### src/hw/keypad_setup_pkg.sv
// Constants, register map and state codes of the keypad and setup menu controller
// Operation
// On/off key toggles release in keypad mode
// Long OK hold saves parameters, flashes twice
// Long minus+plus+OK hold restores factory values
// Acknowledge combo flashes, checks system, lights status
// Each acknowledge clears only one pending fault
// Menu entry needs voltage/frequency/balance display, setup hold
// OK confirms and advances; no cancel path
// Fixed item order; config LEDs mark items
// Software release option has five values
// Hardware release item: disabled or enabled
// Signal output: HV active, warning, pollution
// Sensor input: off or speed sensor
// Fieldbus items only on fieldbus variants
// Node address entered as tens then ones
// Baud positions select rates; nine disables bus
// Exit clamps, saves, flashes twice, returns
// Address and baud apply after restart only
// Indicators show item, bar shows value
// Hold threshold is configurable
package keypad_setup_pkg;
  localparam int CLK_HZ = 125_000_000;
  localparam int HOLD_MS = 2000;                       // Long-press time in ms
  localparam int FLASH_MS = 250;                       // One flash phase in ms
  localparam int HOLD_CYCLES = HOLD_MS * (CLK_HZ / 1000);
  localparam int FLASH_CYCLES = FLASH_MS * (CLK_HZ / 1000);
  // Key bit positions in the key vector
  localparam int KEY_N = 6;
  localparam int KEY_PLUS = 0;
  localparam int KEY_MINUS = 1;
  localparam int KEY_OK = 2;
  localparam int KEY_SETUP = 3;
  localparam int KEY_DSEL = 4;
  localparam int KEY_ONOFF = 5;
  localparam logic [5:0] COMBO_SAVE = 6'h04;
  localparam logic [5:0] COMBO_FACTORY = 6'h07;
  localparam logic [5:0] COMBO_ACK = 6'h1C;
  localparam logic [5:0] COMBO_SETUP = 6'h08;
  localparam int BAR_N = 10;
  // Display modes of the bar
  localparam logic [1:0] DISP_VOLT = 2'h0;
  localparam logic [1:0] DISP_POLL = 2'h2;
  // Largest index of each menu value (position minus one)
  localparam logic [3:0] MAX_SW = 4'h4;
  localparam logic [3:0] MAX_HW = 4'h1;
  localparam logic [3:0] MAX_SIG = 4'h2;
  localparam logic [3:0] MAX_SEN = 4'h1;
  localparam logic [3:0] MAX_DIGIT = 4'h9;
  localparam logic [3:0] MAX_BAUD = 4'h8;               // Index 8 = bus disabled
  localparam logic [6:0] DIGIT_WEIGHT = 7'h0A;
  // Software release option codes
  localparam logic [2:0] SW_OFF = 3'h0;
  localparam logic [2:0] SW_AUTO = 3'h1;
  localparam logic [2:0] SW_KEYPAD = 3'h2;
  // Factory values
  localparam logic [2:0] DEF_SW = SW_KEYPAD;
  localparam logic [3:0] DEF_BAUD = 4'h3;
  localparam logic [6:0] DEF_NODE = 7'h01;
  // Register byte offsets
  localparam logic [7:0] REG_CTRL = 8'h00;
  localparam logic [7:0] REG_CONFIG = 8'h04;
  localparam logic [7:0] REG_BUS = 8'h08;
  localparam logic [7:0] REG_IRQ_STAT = 8'h0C;
  localparam logic [7:0] REG_IRQ_MASK = 8'h10;
  localparam logic [7:0] REG_STATE = 8'h14;
  localparam logic [7:0] REG_HOLD = 8'h18;
  // CTRL fields: variant bits, fieldbus release, restart apply
  localparam int CTRL_HAS_HW = 0;
  localparam int CTRL_HAS_SIG = 1;
  localparam int CTRL_HAS_SEN = 2;
  localparam int CTRL_HAS_CAN = 3;
  localparam int CTRL_FB_REL = 4;
  localparam int CTRL_RESTART = 5;
  localparam logic [4:0] CTRL_RESET = 5'h0F;
  // Interrupt event bits
  localparam int EV_SAVE = 0;
  localparam int EV_FACTORY = 1;
  localparam int EV_ACK = 2;
  localparam int EV_EXIT = 3;
  // Actions tied to a double flash; exit work runs as the flash starts, the others after it
  typedef enum logic [3:0] {
    ACT_SAVE = 4'h1,
    ACT_FACTORY = 4'h2,
    ACT_ACK = 4'h4,
    ACT_EXIT = 4'h8
  } act_t;
  typedef enum logic [9:0] {
    ST_NORMAL = 10'h001,
    ST_ENTERED = 10'h002,
    ST_SW = 10'h004,
    ST_HW = 10'h008,
    ST_SIG = 10'h010,
    ST_SEN = 10'h020,
    ST_TENS = 10'h040,
    ST_ONES = 10'h080,
    ST_BAUD = 10'h100,
    ST_FLASH = 10'h200
  } menu_t;
endpackage

### src/hw/keypad_setup_menu_controller.sv
// Keypad combination handler, device settings menu, LED drive and register port
module keypad_setup_menu_controller #(
  parameter int HOLD_DEFAULT = keypad_setup_pkg::HOLD_CYCLES,
  parameter int FLASH_LEN = keypad_setup_pkg::FLASH_CYCLES
) (
  input wire logic sys_clk,
  input wire logic reset_n,
  input wire logic keyPlusPin,
  input wire logic keyMinusPin,
  input wire logic keyOkPin,
  input wire logic keySetupPin,
  input wire logic displaySelectKeyPin,
  input wire logic keyOnOffPin,
  input wire logic faultRaise,
  input wire logic sysCheckOk,
  input wire logic [7:0] regAddr,
  input wire logic [31:0] regWrData,
  input wire logic regWr,
  input wire logic regRd,
  output logic [31:0] regRdData,
  output logic [keypad_setup_pkg::BAR_N-1:0] ledBar,
  output logic [3:0] cfgLed,
  output logic [3:0] modeLed,
  output logic setupLed,
  output logic busLed,
  output logic statusLed,
  output logic hvRelease,
  output logic hwReleaseEn,
  output logic [1:0] signalOutMode,
  output logic sensorInMode,
  output logic [6:0] nodeAddr,
  output logic [3:0] baudSel,
  output logic savePulse,
  output logic factoryPulse,
  output logic irq
);
  import keypad_setup_pkg::*;

  typedef struct packed {
    logic [5:0] keyMeta;
    logic [5:0] keySync;
    logic [5:0] keyPrev;
    logic [31:0] holdCnt;
    logic holdFired;
    logic [31:0] holdLimit;
    menu_t menu;
    act_t act;
    logic [31:0] flashCnt;
    logic [1:0] flashPhase;
    logic [3:0] edit;
    logic [1:0] dispMode;
    logic [2:0] swOpt;
    logic hwRel;
    logic [1:0] sigMode;
    logic sensor;
    logic [3:0] wSw;
    logic [3:0] wHw;
    logic [3:0] wSig;
    logic [3:0] wSen;
    logic [3:0] wTens;
    logic [3:0] wOnes;
    logic [3:0] wBaud;
    logic [6:0] savedNode;
    logic [3:0] savedBaud;
    logic [6:0] node;
    logic [3:0] baud;
    logic keyRelease;
    logic [3:0] faults;
    logic status;
    logic [5:0] ctrl;
    logic [3:0] irqStat;
    logic [3:0] irqMask;
    logic [31:0] rdata;
    logic [BAR_N-1:0] bar;
    logic [3:0] cfg;
    logic [3:0] mode;
    logic setup;
    logic bus;
    logic hv;
    logic save;
    logic factory;
    logic irqOut;
  } state_t;

  state_t st_r;
  state_t st_nxt;
  logic [1:0] rstSync_r;
  logic rstn;

  // Reset is asserted at once and released two edges later
  always_ff @(posedge sys_clk or negedge reset_n) begin
    if (!reset_n) begin
      rstSync_r <= 2'h0;
    end else begin
      rstSync_r <= {rstSync_r[0], 1'b1};
    end
  end
  assign rstn = rstSync_r[1];

  // Clamp a value to its largest allowed index
  function automatic logic [3:0] clampTo(input logic [3:0] v, input logic [3:0] mx);
    clampTo = (v > mx) ? mx : v;
  endfunction

  // Largest editable index of the item shown in a state
  function automatic logic [3:0] itemMax(input menu_t m);
    case (m)
      ST_SW: itemMax = MAX_SW;
      ST_HW: itemMax = MAX_HW;
      ST_SIG: itemMax = MAX_SIG;
      ST_SEN: itemMax = MAX_SEN;
      ST_TENS, ST_ONES: itemMax = MAX_DIGIT;
      ST_BAUD: itemMax = MAX_BAUD;
      default: itemMax = 4'h0;
    endcase
  endfunction

  // Next state of the whole block
  always_comb begin
    logic [5:0] keys;
    logic [5:0] pressed;
    logic holdHit;
    logic flashEnd;
    logic [3:0] ev;
    keys = st_r.keySync;
    pressed = 6'h00;
    holdHit = 1'b0;
    flashEnd = 1'b0;
    ev = 4'h0;
    st_nxt = st_r;
    st_nxt.save = 1'b0;
    st_nxt.factory = 1'b0;
    st_nxt.ctrl[CTRL_RESTART] = 1'b0;
    // Pins pass two flops; only the second is read by logic
    st_nxt.keyMeta = {keyOnOffPin, displaySelectKeyPin, keySetupPin, keyOkPin, keyMinusPin, keyPlusPin};
    st_nxt.keySync = st_r.keyMeta;
    st_nxt.keyPrev = keys;
    pressed = keys & ~st_r.keyPrev;
    // One hold counter for the exact key set held; a change restarts it
    if (keys != st_r.keyPrev || keys == 6'h00) begin
      st_nxt.holdCnt = 32'h0;
      st_nxt.holdFired = 1'b0;
    end else if (!st_r.holdFired) begin
      if (st_r.holdCnt >= st_r.holdLimit) begin
        holdHit = 1'b1;
        st_nxt.holdFired = 1'b1; // Fires once per hold
      end else begin
        st_nxt.holdCnt = st_r.holdCnt + 32'h1;
      end
    end
    // Faults arrive from the supervisor; saturate rather than wrap
    if (faultRaise && st_r.faults != 4'hF) begin
      st_nxt.faults = st_r.faults + 4'h1;
      st_nxt.status = 1'b0;
    end
    case (st_r.menu)
      ST_NORMAL: begin
        if (pressed[KEY_DSEL] && keys == COMBO_SETUP << 1) begin
          st_nxt.dispMode = st_r.dispMode + 2'h1;
        end
        if (pressed[KEY_ONOFF] && st_r.swOpt == SW_KEYPAD) begin
          st_nxt.keyRelease = ~st_r.keyRelease;
        end
        if (holdHit) begin
          case (keys)
            COMBO_SAVE: begin
              st_nxt.act = ACT_SAVE;
              st_nxt.menu = ST_FLASH;
            end
            COMBO_FACTORY: begin
              st_nxt.act = ACT_FACTORY;
              st_nxt.menu = ST_FLASH;
            end
            COMBO_ACK: begin
              st_nxt.act = ACT_ACK;
              st_nxt.menu = ST_FLASH;
            end
            COMBO_SETUP: begin
              if (st_r.dispMode != DISP_POLL) begin
                st_nxt.menu = ST_ENTERED;
              end
            end
            default: begin
            end
          endcase
        end
      end
      ST_ENTERED: begin
        // Working copies start from the live settings; address and baud from their saved values
        if (pressed[KEY_OK]) begin
          st_nxt.wSw = {1'b0, st_r.swOpt};
          st_nxt.wHw = {3'h0, st_r.hwRel};
          st_nxt.wSig = {2'h0, st_r.sigMode};
          st_nxt.wSen = {3'h0, st_r.sensor};
          st_nxt.wTens = 4'(st_r.savedNode / DIGIT_WEIGHT);
          st_nxt.wOnes = 4'(st_r.savedNode % DIGIT_WEIGHT);
          st_nxt.wBaud = st_r.savedBaud;
          st_nxt.edit = {1'b0, st_r.swOpt};
          st_nxt.menu = ST_SW;
        end
      end
      ST_SW, ST_HW, ST_SIG, ST_SEN, ST_TENS, ST_ONES, ST_BAUD: begin
        // Plus and minus step the shown value within its range
        if (pressed[KEY_PLUS] && st_r.edit < itemMax(st_r.menu)) begin
          st_nxt.edit = st_r.edit + 4'h1;
        end else if (pressed[KEY_MINUS] && st_r.edit != 4'h0) begin
          st_nxt.edit = st_r.edit - 4'h1;
        end
        // OK stores the value and advances; the menu has no way out but forward
        if (pressed[KEY_OK]) begin
          case (st_r.menu)
            ST_SW: begin
              st_nxt.wSw = st_r.edit;
              st_nxt.menu = st_r.ctrl[CTRL_HAS_HW] ? ST_HW : st_r.ctrl[CTRL_HAS_SIG] ? ST_SIG :
                            st_r.ctrl[CTRL_HAS_SEN] ? ST_SEN : st_r.ctrl[CTRL_HAS_CAN] ? ST_TENS : ST_FLASH;
            end
            ST_HW: begin
              st_nxt.wHw = st_r.edit;
              st_nxt.menu = st_r.ctrl[CTRL_HAS_SIG] ? ST_SIG : st_r.ctrl[CTRL_HAS_SEN] ? ST_SEN :
                            st_r.ctrl[CTRL_HAS_CAN] ? ST_TENS : ST_FLASH;
            end
            ST_SIG: begin
              st_nxt.wSig = st_r.edit;
              st_nxt.menu = st_r.ctrl[CTRL_HAS_SEN] ? ST_SEN : st_r.ctrl[CTRL_HAS_CAN] ? ST_TENS : ST_FLASH;
            end
            ST_SEN: begin
              st_nxt.wSen = st_r.edit;
              st_nxt.menu = st_r.ctrl[CTRL_HAS_CAN] ? ST_TENS : ST_FLASH;
            end
            ST_TENS: begin
              st_nxt.wTens = st_r.edit;
              st_nxt.menu = ST_ONES;
            end
            ST_ONES: begin
              st_nxt.wOnes = st_r.edit;
              st_nxt.menu = ST_BAUD;
            end
            default: begin
              st_nxt.wBaud = st_r.edit;
              st_nxt.menu = ST_FLASH;
            end
          endcase
          // Load the next item's current value into the editor
          case (st_nxt.menu)
            ST_HW: st_nxt.edit = st_r.wHw;
            ST_SIG: st_nxt.edit = st_r.wSig;
            ST_SEN: st_nxt.edit = st_r.wSen;
            ST_TENS: st_nxt.edit = st_r.wTens;
            ST_ONES: st_nxt.edit = st_r.wOnes;
            ST_BAUD: st_nxt.edit = st_r.wBaud;
            default: st_nxt.edit = 4'h0;
          endcase
          if (st_nxt.menu == ST_FLASH) begin
            st_nxt.act = ACT_EXIT;
          end
        end
      end
      ST_FLASH: begin
        // Two flashes: off, on, off, on phases of equal length
        if (st_r.flashCnt >= 32'(FLASH_LEN - 1)) begin
          st_nxt.flashCnt = 32'h0;
          st_nxt.flashPhase = st_r.flashPhase + 2'h1;
          flashEnd = (st_r.flashPhase == 2'h3);
        end else begin
          st_nxt.flashCnt = st_r.flashCnt + 32'h1;
        end
        // Exit work is done as the flashing starts so settings apply on leaving
        if (st_r.flashCnt == 32'h0 && st_r.flashPhase == 2'h0 && st_r.act == ACT_EXIT) begin
          st_nxt.swOpt = 3'(clampTo(st_r.wSw, MAX_SW));
          st_nxt.hwRel = clampTo(st_r.wHw, MAX_HW) != 4'h0;
          st_nxt.sigMode = 2'(clampTo(st_r.wSig, MAX_SIG));
          st_nxt.sensor = clampTo(st_r.wSen, MAX_SEN) != 4'h0;
          st_nxt.savedNode = 7'(clampTo(st_r.wTens, MAX_DIGIT)) * DIGIT_WEIGHT
                             + 7'(clampTo(st_r.wOnes, MAX_DIGIT));
          st_nxt.savedBaud = clampTo(st_r.wBaud, MAX_BAUD);
          st_nxt.save = 1'b1;
          ev[EV_EXIT] = 1'b1;
        end
        if (flashEnd) begin
          st_nxt.menu = ST_NORMAL;
          case (st_r.act)
            ACT_SAVE: begin
              st_nxt.save = 1'b1;
              ev[EV_SAVE] = 1'b1;
            end
            ACT_FACTORY: begin
              st_nxt.swOpt = DEF_SW;
              st_nxt.hwRel = 1'b0;
              st_nxt.sigMode = 2'h0;
              st_nxt.sensor = 1'b0;
              st_nxt.savedNode = DEF_NODE;
              st_nxt.savedBaud = DEF_BAUD;
              st_nxt.factory = 1'b1;
              ev[EV_FACTORY] = 1'b1;
            end
            ACT_ACK: begin
              // Only one pending message goes per acknowledge, and only after the check
              if (sysCheckOk && st_r.faults != 4'h0 && !faultRaise) begin
                st_nxt.faults = st_r.faults - 4'h1;
                st_nxt.status = 1'b1;
                ev[EV_ACK] = 1'b1;
              end
            end
            default: begin
            end
          endcase
        end
      end
      default: st_nxt.menu = ST_NORMAL;
    endcase
    // Address and baud go live only on a restart request
    if (st_r.ctrl[CTRL_RESTART]) begin
      st_nxt.node = st_r.savedNode;
      st_nxt.baud = st_r.savedBaud;
    end
    // Register writes; a write-one clear loses to a same-cycle event
    st_nxt.rdata = 32'h0;
    if (regWr) begin
      case (regAddr)
        REG_CTRL: st_nxt.ctrl = {regWrData[CTRL_RESTART], regWrData[CTRL_FB_REL:0]};
        REG_IRQ_STAT: st_nxt.irqStat = st_r.irqStat & ~regWrData[3:0];
        REG_IRQ_MASK: st_nxt.irqMask = regWrData[3:0];
        REG_HOLD: st_nxt.holdLimit = regWrData;
        default: begin
        end
      endcase
    end
    st_nxt.irqStat = st_nxt.irqStat | ev;
    if (regRd) begin
      case (regAddr)
        REG_CTRL: st_nxt.rdata = {26'h0, 1'b0, st_r.ctrl[CTRL_FB_REL:0]}; // Restart bit reads 0
        REG_CONFIG: st_nxt.rdata = {24'h0, st_r.sensor, st_r.sigMode, st_r.hwRel, 1'b0, st_r.swOpt};
        REG_BUS: st_nxt.rdata = {5'h0, st_r.savedBaud, st_r.savedNode, 5'h0, st_r.baud, st_r.node};
        REG_IRQ_STAT: st_nxt.rdata = {28'h0, st_r.irqStat};
        REG_IRQ_MASK: st_nxt.rdata = {28'h0, st_r.irqMask};
        REG_STATE: st_nxt.rdata = {12'h0, st_r.faults, 2'h0, st_r.dispMode, 2'h0, st_r.menu};
        REG_HOLD: st_nxt.rdata = st_r.holdLimit;
        default: st_nxt.rdata = 32'h0;
      endcase
    end
    st_nxt.irqOut = |(st_nxt.irqStat & st_nxt.irqMask);
    // Release source follows the chosen option
    case (st_nxt.swOpt)
      SW_OFF: st_nxt.hv = 1'b0;
      SW_AUTO: st_nxt.hv = 1'b1;
      SW_KEYPAD: st_nxt.hv = st_nxt.keyRelease;
      default: st_nxt.hv = st_nxt.ctrl[CTRL_FB_REL];
    endcase
    // LED drive: item on the indicators, value on the bar
    st_nxt.bar = '0;
    st_nxt.cfg = 4'h0;
    st_nxt.mode = 4'h0;
    st_nxt.bus = 1'b0;
    st_nxt.setup = st_nxt.menu != ST_NORMAL && st_nxt.menu != ST_FLASH;
    case (st_nxt.menu)
      ST_NORMAL: st_nxt.mode = 4'h1 << st_nxt.dispMode;
      ST_SW, ST_TENS: st_nxt.cfg = 4'h1;
      ST_HW, ST_ONES: st_nxt.cfg = 4'h2;
      ST_SIG, ST_BAUD: st_nxt.cfg = 4'h4;
      ST_SEN: st_nxt.cfg = 4'h8;
      default: begin
      end
    endcase
    if ((st_nxt.menu & (ST_SW | ST_HW | ST_SIG | ST_SEN | ST_TENS | ST_ONES | ST_BAUD)) != 10'h000) begin
      st_nxt.bar = BAR_N'(1) << st_nxt.edit;
    end
    if ((st_nxt.menu & (ST_TENS | ST_ONES | ST_BAUD)) != 10'h000) begin
      st_nxt.bus = 1'b1;
    end
    if (st_nxt.menu == ST_FLASH && st_nxt.flashPhase[0]) begin
      st_nxt.bar = '1;
      st_nxt.cfg = 4'hF;
      st_nxt.mode = 4'hF;
    end
  end

  // Single register stage for all state; reset values are constants
  always_ff @(posedge sys_clk or negedge rstn) begin
    if (!rstn) begin
      st_r <= '0;
      st_r.holdLimit <= 32'(HOLD_DEFAULT);
      st_r.menu <= ST_NORMAL;
      st_r.act <= ACT_SAVE;
      st_r.dispMode <= DISP_VOLT;
      st_r.swOpt <= DEF_SW;
      st_r.savedNode <= DEF_NODE;
      st_r.savedBaud <= DEF_BAUD;
      st_r.node <= DEF_NODE;
      st_r.baud <= DEF_BAUD;
      st_r.ctrl <= {1'b0, CTRL_RESET};
    end else begin
      st_r <= st_nxt;
    end
  end

  // Outputs are register fields
  assign regRdData = st_r.rdata;
  assign ledBar = st_r.bar;
  assign cfgLed = st_r.cfg;
  assign modeLed = st_r.mode;
  assign setupLed = st_r.setup;
  assign busLed = st_r.bus;
  assign statusLed = st_r.status;
  assign hvRelease = st_r.hv;
  assign hwReleaseEn = st_r.hwRel;
  assign signalOutMode = st_r.sigMode;
  assign sensorInMode = st_r.sensor;
  assign nodeAddr = st_r.node;
  assign baudSel = st_r.baud;
  assign savePulse = st_r.save;
  assign factoryPulse = st_r.factory;
  assign irq = st_r.irqOut;
endmodule

### config.mk
export PLATFORM = sky130hd
export DESIGN_NAME = keypad_setup_menu_controller
export DESIGN_NICKNAME = d
export VERILOG_FILES = /design/src/hw/keypad_setup_pkg.sv /design/src/hw/keypad_setup_menu_controller.sv
export SDC_FILE = /design/constraint.sdc
export NUM_CORES = 1
export LEC_CHECK = 0
export BUFFER_PORTS_ARGS = -buffer_cell sky130_fd_sc_hd__buf_2
export CAP_MARGIN = 20
export CORE_ASPECT_RATIO = 1.1
export CORE_MARGIN = 2
export CORE_UTILIZATION = 50
export DETAILED_ROUTE_END_ITERATION = 16
export PLACE_DENSITY = 0.74
export SETUP_SLACK_MARGIN = 0.05
export SLEW_MARGIN = 10
export SYNTH_ARGS = -nofsm -noshare
export SYNTH_HDL_FRONTEND = slang
export SYNTH_SLANG_ARGS = --single-unit
### constraint.sdc
create_clock -name sys_clk -period 9.2 [get_ports sys_clk]
set_input_delay 1.84 -clock sys_clk [delete_from_list [all_inputs] [get_ports sys_clk]]
set_output_delay 1.84 -clock sys_clk [all_outputs]
set_load 0.02 [all_outputs]
---- Word level (Yosys, flattened, before mapping) ----
Index checks and enable logic that the tools add are counted.
storage, ports and cells
  flip-flop bits (word level) ............. 272
  output and inout port bits .............. 72
operators by class
  add/subtract/negate cells ............... 9
  multipliers ............................. 1
  div/mod/pow operators ................... 2
  $lt $le $gt $ge ......................... 10
  equal/unequal tests ..................... 64
  shift operators ......................... 2
  mux-type cells .......................... 91
  bitwise gates (word level) .............. 7
  reductions and logical operators ........ 47
operators with widths
  kind                   number
  $pmux 32 s7            1
  $mux 10                10
  $mux 32                3
  $mux 4                 22
  $mux 33                2
  $add 32x1->32 const B  2
  $pmux 10 s6            1
  $mux 28                2
  $pmux 28 s2            1
  $mux 14                3
  $pmux 10 s4            1
  $mux 11                3
  $ge 32x25->1 const B   1
  $ge 32x32->1           1
  $logic_not 32->1       1
  $eq 10x10->1 const B   3
  $eq 10x4->1 const B    3
  $eq 10x5->1 const B    3
  $eq 10x6->1 const B    3
  $eq 10x7->1 const B    3
  $eq 10x8->1 const B    3
  $eq 10x9->1 const B    3
  $mux 7                 4
  $reduce_and 4->1       7
  73 further kinds       147

---- Logic depth before layout (Yosys ltp) ----
  depth in word-level cells ............... 15
  gate-level depth with buffers ........... 14
  depth with buffers taken out ............ 12

---- Worst setup path before layout ----
OpenSTA, ideal clock, no wires.
  path type ............................... input port to flip-flop
  start ................................... input regAddr[1]
  end ..................................... register st_r, in the netlist irq
  data arrival time ....................... 3584 ps
  path slack .............................. 5490 ps
  cell stages on the path ................. 7
  path buffers ............................ 0
  cells stage by stage .................... nor3_1 > nand2_1 > nor4b_1 > nand2_1 > mux2_2 > a22o_1 > a221o_1
RTL lines
  item                  RTL line                             text
  from (decl)           keypad_setup_menu_controller.sv:16   input wire logic [7:0] regAddr,
  to (signal assigned)  keypad_setup_menu_controller.sv:392  st_r <= st_nxt;
  to (decl)             keypad_setup_menu_controller.sv:85   state_t st_r;

==> flow_summary.rst <==
.. list-table::
   :header-rows: 1

   * - Metric
     - Value
   * - Status
     - complete, no violations
   * - Critical path class
     - reg -> reg
   * - Tightest Hold Check Type
     - reg -> async
   * - Number of CTS-inserted buffers
     - 29
   * - Antenna violations before repair
     - 0
   * - Detail Placement HPWL
     - 28.35 mm
   * - Register-to-register setup slack
     - 5350 ps
   * - Placed insts
     - 1887
   * - Global-route wire length before repair
     - 62.16 mm
   * - Count of antenna-violating nets left after detailed routing
     - 0
   * - Share of the clock period used by the worst path
     - 41.81%
   * - Final Net Count
     - 1660
   * - Reg2Reg Capture Point
     - ledBar[7]$_DFF_PN0_
   * - Die Outline Area
     - 31050 µm²
   * - Share of synthesized area occupied by flip-flops and latches
     - 46.13%
   * - Global placer's final weighted congestion
     - 0.9303
   * - CTS clk-pin slew, worst paths
     - 70 ps
   * - Reported max-cap violation count
     - 0
   * - Fraction of layout cells with a size suffix above 1
     - 19.78%
   * - Final non-filler cell total
     - 1946
   * - FMAX
     - 0.2600 GHz
   * - Final hold vios
     - 0
   * - Startpoint of the most critical register-to-register path
     - st_r[181]$_DFF_PN0_
   * - Root buffer selected by CTS
     - sky130_fd_sc_hd__clkbuf_16
   * - Netlist cell types
     - 92
   * - Primary flip-flop cell chosen by synthesis mapping
     - sky130_fd_sc_hd__dfrtp_1
   * - Worst skew pair latency
     - 570 ps
   * - Cell area after synthesis
     - 14830 µm²
   * - Average wire per standard cell
     - 20.19 µm
   * - Number of buffers inserted by hold repair at cts
     - 0
   * - Total number of vias
     - 11950
   * - Length of the first detailed-routing pass in iterations
     - 8
   * - Kind of start point of the critical path
     - flop
   * - Die Span Y
     - 184.6 µm
   * - Number of clock sinks
     - 272
   * - Critical-path maximum fanout
     - 14
   * - Cell Pwr Density
     - 163.2 nW/µm²
   * - R2R cell count
     - 12
   * - Number of ports placed on the die boundary
     - 124
   * - Starting Density
     - 50.43%
   * - Die extent in x
     - 168.2 µm
   * - Buffer levels on the longest clock path
     - 3
   * - Post-route DRC
     - 0
   * - Maximum number of pins on one net before global-route repair
     - 86
   * - Filler Cell Count
     - 2542
   * - Relative area change from synthesis to final layout
     - 9.966%
   * - Number of antenna diodes
     - 0
   * - Number of synthesis warnings
     - 0
   * - Via-per-instance ratio
     - 6.139
   * - Crit path capture type
     - flop
   * - Total wire length after detailed routing
     - 39.29 mm
   * - Total routing usage reported by global routing
     - 25.18%
   * - Data arrival time of the worst path
     - 4250 ps
   * - Total gr overflow
     - 0
   * - Final Power
     - 2.662 mW
   * - Worst hold margin
     - 253.7 ps
   * - Unrepaired setup endpoints after global routing
     - no
   * - Crit path required time
     - 9610 ps
   * - Static leakage
     - 7.392 nW
   * - Post-CTS setup repair buffer count
     - 0
   * - Max VDD drop
     - 0.1706 mV
   * - Number of H-tree branching levels
     - 1
   * - Least-Margin Pin Slew
     - 1041 ps
   * - Core footprint
     - 29400 µm²
   * - Setup TNS Final
     - 0 ps
   * - Relative slew slack
     - 30.53%
   * - Worst clock skew on the final layout
     - 16.69 ps
   * - DR iter-0 viols
     - 1142
   * - Minimum clock period after layout
     - 3846 ps
   * - Post-cts gate resize count
     - 0
   * - Number of buffers added on ports
     - 123
   * - Number of global-route vias before repair
     - 11470
   * - CTS tree
     - built
   * - EDFF count, synth
     - 0
   * - Register bit total from synthesis
     - 272
   * - Nets in the synthesized netlist
     - 1625
   * - Number of failing setup endpoints in the final timing report
     - 0
   * - Total count of max-transition violations in the final report
     - 0
   * - Placement Rows
     - 66
   * - Gate Count Post-Synth
     - 1514
   * - Average footprint of a synthesized cell
     - 9.793 µm²
   * - Synth async-reset ratio
     - 100.0%
[critical path, cell delays in order (launching register included)]
cell	delay (ps)
sky130_fd_sc_hd__dfrtp_1	560
sky130_fd_sc_hd__or4_1	750
sky130_fd_sc_hd__nor3_1	370
sky130_fd_sc_hd__inv_1	110
sky130_fd_sc_hd__ha_1	350
sky130_fd_sc_hd__and2_1	150
sky130_fd_sc_hd__o41ai_2	70
sky130_fd_sc_hd__o221ai_2	310
sky130_fd_sc_hd__mux2i_1	230
sky130_fd_sc_hd__a21oi_1	110
sky130_fd_sc_hd__nor4_4	340
sky130_fd_sc_hd__or2_1	220
sky130_fd_sc_hd__o21ai_1	100
[stage by stage]
stage	setup slack [ps]	cell area (µm²)	util (%)
after floorplan	1104	14830	-
after global placement	5034	15240	51.83
after detailed placement	4957	15240	51.83
after CTS	5356	16240	55.25
after global routing	5032	16300	55.46
final	5354	16300	55.46
[synth_stat cells (10+ instances only)]
cell                       instances  area [µm²]
sky130_fd_sc_hd__dfrtp_1         246        6156
sky130_fd_sc_hd__nand2_1         136       510.5
sky130_fd_sc_hd__nor2_1          122       457.9
sky130_fd_sc_hd__a21oi_1          79       395.4
sky130_fd_sc_hd__inv_1            70       262.8
sky130_fd_sc_hd__o21ai_0          70       350.3
sky130_fd_sc_hd__buf_4            63       473.0
sky130_fd_sc_hd__ha_1             58       725.7
sky130_fd_sc_hd__clkbuf_1         56       210.2
sky130_fd_sc_hd__mux2_2           56       630.6
sky130_fd_sc_hd__nand3_1          39       195.2
sky130_fd_sc_hd__xor2_1           29       254.0
sky130_fd_sc_hd__and3_1           27       168.9
sky130_fd_sc_hd__dfstp_2          26       683.2
sky130_fd_sc_hd__nor3_1           21       105.1
sky130_fd_sc_hd__a22oi_1          20       150.1
sky130_fd_sc_hd__nand4_1          20       125.1
sky130_fd_sc_hd__o21ai_1          20       100.1
sky130_fd_sc_hd__or3_1            20       125.1
sky130_fd_sc_hd__xnor2_1          19       166.4
sky130_fd_sc_hd__nand2b_1         18       112.6
sky130_fd_sc_hd__o31ai_1          18       135.1
sky130_fd_sc_hd__a222oi_1         16       160.2
sky130_fd_sc_hd__and2_1           15       93.84
sky130_fd_sc_hd__nor4_1           14       87.58
sky130_fd_sc_hd__or4_1            13       97.59
sky130_fd_sc_hd__a21o_1           12       90.09
sky130_fd_sc_hd__nor2b_1          12       75.07
sky130_fd_sc_hd__a31oi_1          11       68.82
sky130_fd_sc_hd__a22o_1           10       87.58
sky130_fd_sc_hd__buf_2            10       50.05
sky130_fd_sc_hd__or2_2            10       62.56
[metal layers]
layer  GRT usage [%]  vias up  part of all wire, %
met4           10.59        0                  4.5
li1                -     5486                    -
met5               0        -                    0
met2           40.61      499                   45
met1           33.80     5860                   43
met3           4.381      102                  7.5
[registers in the layout (all words and copies together) (netlist names), 2 cells and up]
name / flops
cfgLed: 4
st_r: 186
baudSel: 4
ledBar: 10
st_nxt: 12
nodeAddr: 7
regRdData: 32
modeLed: 4
rstSync_r: 2
signalOutMode: 2
[placed cells by master, fill, tap and decap left out, types with 21 or more instances in the layout]
| cell | n |
|---|---|
| sky130_fd_sc_hd__ha_1 | 58 |
| sky130_fd_sc_hd__a21oi_1 | 79 |
| sky130_fd_sc_hd__xor2_1 | 29 |
| sky130_fd_sc_hd__buf_2 | 123 |
| sky130_fd_sc_hd__nor3_1 | 21 |
| sky130_fd_sc_hd__and3_1 | 27 |
| sky130_fd_sc_hd__nand2_1 | 136 |
| sky130_fd_sc_hd__inv_1 | 70 |
| sky130_fd_sc_hd__dfrtp_1 | 245 |
| sky130_fd_sc_hd__mux2_2 | 56 |
| sky130_fd_sc_hd__dfstp_2 | 26 |
| sky130_fd_sc_hd__nor2_1 | 122 |
| sky130_fd_sc_hd__clkbuf_16 | 29 |
| sky130_fd_sc_hd__o21ai_0 | 70 |
| sky130_fd_sc_hd__nand3_1 | 39 |
[how the worst max path moves through the flow]
stage                                start                     end  slack (ps)  depth (start not counted)
floorplan           rstSync_r[1]$_DFF_PN0_  baudSel[2]$_DFFE_PN0P_        1100                          0
finish                 st_r[181]$_DFF_PN0_     ledBar[7]$_DFF_PN0_        5350                         12
global placement                regAddr[1]           irq$_DFF_PN0_        5030                          8
global route           st_r[182]$_DFF_PN0_     ledBar[7]$_DFF_PN0_        5030                         12
detailed placement              regAddr[1]           irq$_DFF_PN0_        4960                          8
CTS                    st_r[182]$_DFF_PN0_     ledBar[7]$_DFF_PN0_        5360                         12
[layout make-up]
cell class              instances  area [µm²]  share of cell area [%]
repair buffers                139       759.5                   4.658
multi-input cells            1037        6964                   42.71
inverters                      70       262.8                   1.612
clock buffers                  35       778.2                   4.773
clock inverters                19       229.0                   1.404
well taps                     374       467.9                   2.870
flip-flops and latches        272        6843                   41.97
[logic make-up after synthesis]
| kind of cell | Yosys count | share of synthesized area [%] |
|---|---|---|
| and+or+nand+nor | 513 | 17.81 |
| xor gates and xnor gates | 48 | 2.835 |
| muxes | 64 | 4.878 |
| buffers and inverters | 205 | 6.970 |
| other | 1 | 0.02529 |
| adders and majority gates | 60 | 5.097 |
| AOI/OAI and AO/OA | 351 | 16.25 |
| DFF | 272 | 46.13 |
[report_power, final]
| part | leakage (nW) | switching (mW) | internal, mW |
|---|---|---|---|
| clock | 0.493 | 0.504 | 0.720 |
| sequential | 3.61 | 0.0418 | 1.23 |
| combinational | 3.29 | 0.106 | 0.0621 |
| total | 7.39 | 0.652 | 2.01 |
Power figures use the tool's default switching activity.
